$ cat src/acr_pkg.sv
`default_nettype none

package acr_pkg;

  // ---------------------------------------------------------------------------
  // Operating mode codes
  // ---------------------------------------------------------------------------
  localparam logic [2:0] MODE_CONT     = 3'h1;
  localparam logic [2:0] MODE_IDLE     = 3'h2;
  localparam logic [2:0] MODE_PDOWN    = 3'h3;
  localparam logic [2:0] MODE_INT_ZS   = 3'h4;
  localparam logic [2:0] MODE_INT_FS   = 3'h5;
  localparam logic [2:0] MODE_SYS_ZS   = 3'h6;
  localparam logic [2:0] MODE_SYS_FS   = 3'h7;
  localparam logic [2:0] MODE_RESET    = 3'h1;

  // ---------------------------------------------------------------------------
  // Gain codes and calibration lengths in conversion cycles
  // ---------------------------------------------------------------------------
  localparam logic [2:0] GAIN_UNITY    = 3'h0;
  localparam logic [2:0] GAIN_128      = 3'h7;
  localparam logic [2:0] CAL_CYC_SHORT = 3'h2;
  localparam logic [2:0] CAL_CYC_LONG  = 3'h4;

  // ---------------------------------------------------------------------------
  // Channels and coefficient width
  // ---------------------------------------------------------------------------
  localparam int         NUM_CH        = 3;
  localparam int         COEF_W        = 24;
  localparam logic [23:0] OFS_RESET    = 24'h800000;
  localparam logic [23:0] FS_RESET     = 24'h500000;

  // ---------------------------------------------------------------------------
  // Update rate table, rate in units of 0.01 Hz, settling time in ms
  // ---------------------------------------------------------------------------
  localparam logic [3:0] RATE_RESERVED = 4'h0;
  localparam logic [15:0] RATE_CHZ [16] = '{
    16'h0000, 16'hC350, 16'h61A8, 16'h30D4, 16'h186A, 16'h1388, 16'h0F50, 16'h0D02,
    16'h07A8, 16'h0686, 16'h0686, 16'h04E2, 16'h03E8, 16'h0341, 16'h0271, 16'h01A1};
  localparam logic [8:0] SETTLE_MS [16] = '{
    9'h000, 9'h004, 9'h008, 9'h010, 9'h020, 9'h028, 9'h030, 9'h03C,
    9'h065, 9'h078, 9'h078, 9'h0A0, 9'h0C8, 9'h0F0, 9'h140, 9'h1E0};

  typedef enum logic [0:0] {
    ST_RUN = 1'b0,
    ST_CAL = 1'b1
  } acr_state_e_t;

  typedef struct packed {
    logic [15:0] rate_chz;
    logic [8:0]  settle_ms;
    logic        reserved;
  } acr_rate_t;

  typedef struct packed {
    acr_state_e_t                  st;
    logic [2:0]                    mode;
    logic [2:0]                    cnt;
    logic [2:0]                    need;
    logic [2:0]                    ch;
    logic [2:0]                    gain;
    logic                          rdy_n;
    logic                          reject;
    logic                          short_in;
    logic                          fs_apply;
    logic                          mod_rst;
    logic                          mod_clk_en;
    logic [NUM_CH-1:0][COEF_W-1:0] ofs;
    logic [NUM_CH-1:0][COEF_W-1:0] fs;
    logic [COEF_W-1:0]             ofs_out;
    logic [COEF_W-1:0]             fs_out;
    acr_rate_t                     rate;
  } acr_regs_t;

endpackage : acr_pkg

`default_nettype wire

$ cat src/acr_cal_ctrl.sv
// Summary of operation
// - Internal zero-scale shorts input, two cycles.
// - Ready goes high at start, low at end.
// - Mode returns to idle after calibration.
// - Zero-scale result stored in channel offset.
// - Internal full-scale applies full-scale stimulus.
// - Internal full-scale: two cycles unity, else four.
// - Full-scale result stored in channel full-scale.
// - Internal full-scale refused at gain 128.
// - System zero-scale completes in two cycles.
// - System full-scale completes in two cycles.
// - Rate code maps to rate and settling.
// - Idle holds filter, modulator in reset.
`timescale 1ns/1ns
`default_nettype none

module acr_cal_ctrl (
  input  wire logic        SYS_CLK,
  input  wire logic        RESET_N,
  input  wire logic        MODE_WR,
  input  wire logic [2:0]  OP_MODE_SEL,
  input  wire logic [2:0]  INPUT_CHANNEL_SEL,
  input  wire logic [2:0]  GAIN_SEL,
  input  wire logic [3:0]  UPDATE_RATE_SEL,
  input  wire logic        CONV_TICK,
  input  wire logic [23:0] MEAS_DATA,
  input  wire logic [2:0]  COEF_RD_CH,
  output logic [2:0]       OP_MODE,
  output logic             RDY_N,
  output logic             CAL_BUSY,
  output logic             CAL_REJECT,
  output logic [2:0]       CAL_CHANNEL,
  output logic [2:0]       CAL_GAIN,
  output logic             INT_SHORT,
  output logic             INT_FS_APPLY,
  output logic             MOD_RESET,
  output logic             MOD_CLK_EN,
  output logic [23:0]      OFFSET_COEF,
  output logic [23:0]      FULL_SCALE_COEF,
  output logic [15:0]      OUTPUT_UPDATE_RATE,
  output logic [8:0]       SETTLE_MS,
  output logic             RATE_RESERVED
);

  // ---------------------------------------------------------------------------
  // Rate decoding
  // ---------------------------------------------------------------------------
  acr_pkg::acr_rate_t rate_w;
  acr_pkg::acr_regs_t r_q;
  acr_pkg::acr_regs_t r_d;
  logic               is_cal;
  logic               is_fs_cal;
  logic               refuse;
  logic               last_tick;

  acr_rate_dec u_rate (
    .sel  (UPDATE_RATE_SEL),
    .rate (rate_w)
  );

  // ---------------------------------------------------------------------------
  // Next state
  // ---------------------------------------------------------------------------
  assign is_cal    = OP_MODE_SEL[2];
  assign is_fs_cal = r_q.mode[0];
  assign refuse    = (OP_MODE_SEL == acr_pkg::MODE_INT_FS) && (GAIN_SEL == acr_pkg::GAIN_128);
  assign last_tick = CONV_TICK && (r_q.cnt + 3'h1 == r_q.need);

  always_comb begin
    r_d          = r_q;
    r_d.rate     = rate_w;
    r_d.ofs_out  = 24'h000000;
    r_d.fs_out   = 24'h000000;
    if (32'(COEF_RD_CH) < acr_pkg::NUM_CH) begin
      r_d.ofs_out = r_q.ofs[COEF_RD_CH[1:0]];
      r_d.fs_out  = r_q.fs[COEF_RD_CH[1:0]];
    end
    unique case (r_q.st)
      acr_pkg::ST_RUN: begin
        if (CONV_TICK && r_q.mode == acr_pkg::MODE_CONT) begin
          r_d.rdy_n = 1'b0;
        end
        if (MODE_WR) begin
          r_d.reject = refuse;
          if (refuse) begin
            // A refused request leaves the mode as it was so no bogus coefficient lands.
            r_d.reject = 1'b1;
          end else if (is_cal) begin
            r_d.st       = acr_pkg::ST_CAL;
            r_d.mode     = OP_MODE_SEL;
            r_d.rdy_n    = 1'b1;
            r_d.cnt      = 3'h0;
            r_d.ch       = INPUT_CHANNEL_SEL;
            r_d.gain     = GAIN_SEL;
            r_d.short_in = (OP_MODE_SEL == acr_pkg::MODE_INT_ZS);
            r_d.fs_apply = (OP_MODE_SEL == acr_pkg::MODE_INT_FS);
            r_d.mod_rst  = 1'b0;
            // A calibration straight out of power-down needs the modulator clock back.
            r_d.mod_clk_en = 1'b1;
            if (OP_MODE_SEL == acr_pkg::MODE_INT_FS && GAIN_SEL != acr_pkg::GAIN_UNITY) begin
              r_d.need = acr_pkg::CAL_CYC_LONG;
            end else begin
              r_d.need = acr_pkg::CAL_CYC_SHORT;
            end
          end else begin
            r_d.mode       = OP_MODE_SEL;
            r_d.rdy_n      = 1'b1;
            r_d.mod_rst    = (OP_MODE_SEL == acr_pkg::MODE_IDLE) ||
                             (OP_MODE_SEL == acr_pkg::MODE_PDOWN);
            r_d.mod_clk_en = (OP_MODE_SEL != acr_pkg::MODE_PDOWN);
          end
        end
      end
      acr_pkg::ST_CAL: begin
        // Mode writes are ignored here; a half-finished coefficient is never stored.
        if (CONV_TICK) begin
          r_d.cnt = r_q.cnt + 3'h1;
        end
        if (last_tick) begin
          if (32'(r_q.ch) < acr_pkg::NUM_CH) begin
            if (is_fs_cal) begin
              r_d.fs[r_q.ch[1:0]] = MEAS_DATA;
            end else begin
              r_d.ofs[r_q.ch[1:0]] = MEAS_DATA;
            end
          end
          r_d.st         = acr_pkg::ST_RUN;
          r_d.mode       = acr_pkg::MODE_IDLE;
          r_d.rdy_n      = 1'b0;
          r_d.short_in   = 1'b0;
          r_d.fs_apply   = 1'b0;
          r_d.mod_rst    = 1'b1;
          r_d.mod_clk_en = 1'b1;
        end
      end
    endcase
  end

  // ---------------------------------------------------------------------------
  // State register
  // ---------------------------------------------------------------------------
  always_ff @(posedge SYS_CLK or negedge RESET_N) begin
    if (!RESET_N) begin
      r_q            <= '0;
      r_q.st         <= acr_pkg::ST_RUN;
      r_q.mode       <= acr_pkg::MODE_RESET;
      r_q.need       <= acr_pkg::CAL_CYC_SHORT;
      r_q.rdy_n      <= 1'b1;
      r_q.mod_clk_en <= 1'b1;
      r_q.ofs        <= {acr_pkg::NUM_CH{acr_pkg::OFS_RESET}};
      r_q.fs         <= {acr_pkg::NUM_CH{acr_pkg::FS_RESET}};
    end else begin
      r_q <= r_d;
    end
  end

  // ---------------------------------------------------------------------------
  // Outputs
  // ---------------------------------------------------------------------------
  assign OP_MODE            = r_q.mode;
  assign RDY_N              = r_q.rdy_n;
  assign CAL_BUSY           = (r_q.st == acr_pkg::ST_CAL);
  assign CAL_REJECT         = r_q.reject;
  assign CAL_CHANNEL        = r_q.ch;
  assign CAL_GAIN           = r_q.gain;
  assign INT_SHORT          = r_q.short_in;
  assign INT_FS_APPLY       = r_q.fs_apply;
  assign MOD_RESET          = r_q.mod_rst;
  assign MOD_CLK_EN         = r_q.mod_clk_en;
  assign OFFSET_COEF        = r_q.ofs_out;
  assign FULL_SCALE_COEF    = r_q.fs_out;
  assign OUTPUT_UPDATE_RATE = r_q.rate.rate_chz;
  assign SETTLE_MS          = r_q.rate.settle_ms;
  assign RATE_RESERVED      = r_q.rate.reserved;

  logic [2:0] tick_seen_q;
  always_ff @(posedge SYS_CLK or negedge RESET_N) begin
    if (!RESET_N) begin
      tick_seen_q <= 3'h0;
    end else if (!CAL_BUSY) begin
      tick_seen_q <= 3'h0;
    end else if (CONV_TICK) begin
      tick_seen_q <= tick_seen_q + 3'h1;
    end
  end
endmodule : acr_cal_ctrl

`default_nettype wire

$ cat src/acr_rate_dec.sv
`timescale 1ns/1ns
`default_nettype none

module acr_rate_dec (
  input  wire logic [3:0]      sel,
  output var acr_pkg::acr_rate_t rate
);

  always_comb begin
    rate.rate_chz  = acr_pkg::RATE_CHZ[sel];
    rate.settle_ms = acr_pkg::SETTLE_MS[sel];
    rate.reserved  = (sel == acr_pkg::RATE_RESERVED);
  end

endmodule : acr_rate_dec

`default_nettype wire

$ cat config.mk
export PLATFORM = sky130hd
export DESIGN_NAME = acr_cal_ctrl
export DESIGN_NICKNAME = d
export VERILOG_FILES = /design/src/acr_pkg.sv /design/src/acr_cal_ctrl.sv /design/src/acr_rate_dec.sv
export SDC_FILE = /design/constraint.sdc
export NUM_CORES = 1
export LEC_CHECK = 0
export BUFFER_PORTS_ARGS = -buffer_cell sky130_fd_sc_hd__buf_2
export CAP_MARGIN = 20
export CORE_MARGIN = 2
export CORE_UTILIZATION = 60
export CTS_CLUSTER_DIAMETER = 200
export DETAILED_ROUTE_END_ITERATION = 16
export PLACE_DENSITY = 0.8
export REMOVE_ABC_BUFFERS = 1
export SLEW_MARGIN = 25
export SYNTH_ARGS = -nofsm -noshare
export SYNTH_HDL_FRONTEND = slang
export SYNTH_SLANG_ARGS = --single-unit
export TNS_END_PERCENT = 5
$ cat constraint.sdc
create_clock -name SYS_CLK -period 6.6 [get_ports SYS_CLK]
set_input_delay 0.66 -clock SYS_CLK [delete_from_list [all_inputs] [get_ports SYS_CLK]]
set_output_delay 0.66 -clock SYS_CLK [all_outputs]
set_load 0.03 [all_outputs]
==> results.py <==
metrics = {
    "yosys": {
        "synth_flop_cell": "dfrtp_1",
        "syn_avg_cell_area_um2": 12.6,
        "synth.cell_area_um2": 10500,
        "synthCells": 835,
        "ys_types": 45,
        "yosys_warnings": 0,
        "ys_seq_area_frac": 0.567,
        "ys_seq_elements": 238,
        "async_reset_ff_frac": 1.00,
        "synth-edff-count": 0,
    },
    "layout": {
        "fin_area_um2": 11600,
        "syn_to_final_growth_pct": 9.94,
        "diodes": 0,
        "drive_gt1_frac": 0.391,
        "fillers": 1253,
        "final_cell_mix": "225 x dfrtp_1, 131 x buf_2, 111 x mux2_2",
        "nNetsFinal": 933,
        "final_common_cell": "dfrtp_1",
    },
    "sta": {
        "period_needed_ns": 3.06,
        "slew_headroom": 0.331,
        "min_period_over_period": 0.464,
        "whs_ns": 0.0824,
        "setup_viol": 0,
        "skew_ns": 0.00787,
        "drv_slew": 0,
        "rsz0062_at_grt": "no",
        "fmax_mhz": 327,
        "setup_tns_ns": 0,
        "worstMarginPinSlew_ns": 1.00,
        "hold_viol_final": 0,
    },
    "placement": {
        "placed_cell_area_um2": 10700,
        "portBuffers": 132,
        "finalWeightedCongestion": 0.770,
        "place_hpwl_um": 12000,
    },
    "global_route": {
        "grt_max_degree": 140,
        "antenna_found_initial": 1,
        "grt_pass1_wl_um": 33200,
        "grtUsageTotal": 0.224,
        "grt_pass1_vias": 6439,
        "grt_overflow": 0,
    },
    "route": {
        "via_per_inst": 5.55,
        "drtIter0Drc": 287,
        "drt-total-wl_um": 20400,
        "drc": 0,
        "drtAntennaViolNets": 0,
        "vias": 6223,
        "wl_per_cell_um": 18.1,
        "dr.pass1.iters": 4,
    },
    "clocking": {
        "cts.sinks": 238,
        "cts_resized": 0,
        "path_clk_slew_ns": 0.06,
        "cts_setup_buffers": 0,
        "postCtsHoldBufs": 0,
        "cts_buffers": 25,
        "htreeDepth": 1,
        "clockBufferDepth": 3,
        "cts_tree": "done",
        "clock_latency_ns": 0.51,
        "cts-root-buf": "clkbuf_16",
    },
    "power_and_ir_drop": {
        "ir_drop_mv": 0.252,
        "clockPowerShare": 0.301,
        "pwr-share-comb": 0.234,
        "intPower_w": 0.00326,
        "p_per_area_nw_per_um2": 397,
        "p_switching_w": 0.00135,
        "power_frac_seq": 0.465,
        "swShare": 0.293,
        "p_leak_nw": 6.14,
    },
    "critical_path": {
        "start_kind": "flip-flop",
        "crit_arrival_ns": 3.46,
        "cp-end-kind": "flip-flop",
        "cp_max_fo": 24,
        "critPathKind": "flip-flop to flip-flop",
        "crit_required_ns": 6.99,
    },
    "floorplanning": {
        "die_h_um": 136,
        "row_count": 48,
        "fp.dieW_um": 136,
        "num_io_pins": 134,
        "core-area_um2": 17200,
        "start_util": 0.611,
        "die-area_um2": 18600,
    },
    "run": {
        "drv_cap": 0,
    },
    "worst_hold_path": {
        "hold_path.class": "primary input to async pin",
    },
    "status": {
        "outcome": "complete, no violations",
    },
}
per-stage QoR:
stage	util	setup slack, ns	cells	power [W]
global route	0.672	3.42	1122	0.00483
floorplan	-	3.72	710	0.00288
detailed placement	0.623	3.56	1077	0.00323
global placement	0.623	3.61	1077	0.00316
CTS	0.670	3.54	1121	0.00463
finish	0.672	3.54	1122	0.00460
cells by family (layout without fill, tap and decap cells):
group	count (synthesis)	after routing	synth area share
DFF	238	238	0.567
muxes	203	203	0.228
xor gates and xnor gates	3	3	0.00392
other	1	1	0.000356
buffers and inverters	134	196	0.0816
and+or+nand+nor	168	168	0.0677
AOI/OAI and AO/OA	79	79	0.0411
adders and majority gates	9	9	0.0107
synth_stat cells (all sizes together), types with 2 or more instances:
cell type	number	share of area
dfrtp	225	0.53
mux2	151	0.18
nor2	106	0.038
buf	98	0.069
a21oi	53	0.025
mux2i	50	0.048
clkbuf	27	0.0096
nand2	27	0.0096
dfstp	13	0.032
o21ai	13	0.0062
nand3	11	0.0052
ha	9	0.011
inv	9	0.0032
nor2b	5	0.0030
and2	4	0.0024
or3	4	0.0024
a21boi	2	0.0014
a21o	2	0.0014
mux4	2	0.0043
nand3b	2	0.0014
nor3	2	0.00095
o211ai	2	0.0014
final timing paths:
| path | from | to | slack [ns] | cells after the start |
|---|---|---|---|---|
| max in group asynchronous | RESET_N | SETTLE_MS[7] | 5.22 | 3 |
| min | RESET_N | async pin | 0.08 | 1 |
| min in group SYS_CLK | INPUT_CHANNEL_SEL[2] | CAL_CHANNEL[2] | 0.38 | 2 |
| max | r_q[233] | flip-flop | 3.54 | 5 |
| min reg2reg | r_q[231] | r_q[231] | 0.48 | 2 |
| max reg2reg | r_q[233] | flip-flop | 3.54 | 5 |
power groups by stage:
stage	clock [W]	sequential (W)	combinational [W]
after floorplan	0	0.00227	0.000612
after global placement	0	0.00213	0.00103
after detailed placement	0	0.00215	0.00108
after CTS	0.00141	0.00214	0.00109
after global routing	0.00147	0.00219	0.00117
final	0.00139	0.00214	0.00107
critical path, cell delays in order (launching register included):
cell     delay [ns]
dfrtp_1        0.41
ha_1           0.34
xor2_1         0.19
or4b_1         0.65
or3_2          0.91
mux2_4         0.44
per-layer routing:
layer  vias to the layer above  GRT usage  share of wire
li1                       2840          -              -
met1                      3198      0.304           0.44
met2                       148      0.383           0.50
met3                        35     0.0429          0.046
met4                         2     0.0365          0.016
met5                         -          0        0.00064
layout make-up:
class / instances / area (µm²) / share of cell area
multi-input combinational: 463 / 3710 / 0.320
timing repair buffer: 143 / 773 / 0.0668
sequential: 238 / 5970 / 0.516
tap: 225 / 282 / 0.0243
inverter: 9 / 33.8 / 0.00292
clock buffer: 33 / 676 / 0.0584
clock inverter: 11 / 133 / 0.0115
Power figures use the tool's default switching activity.
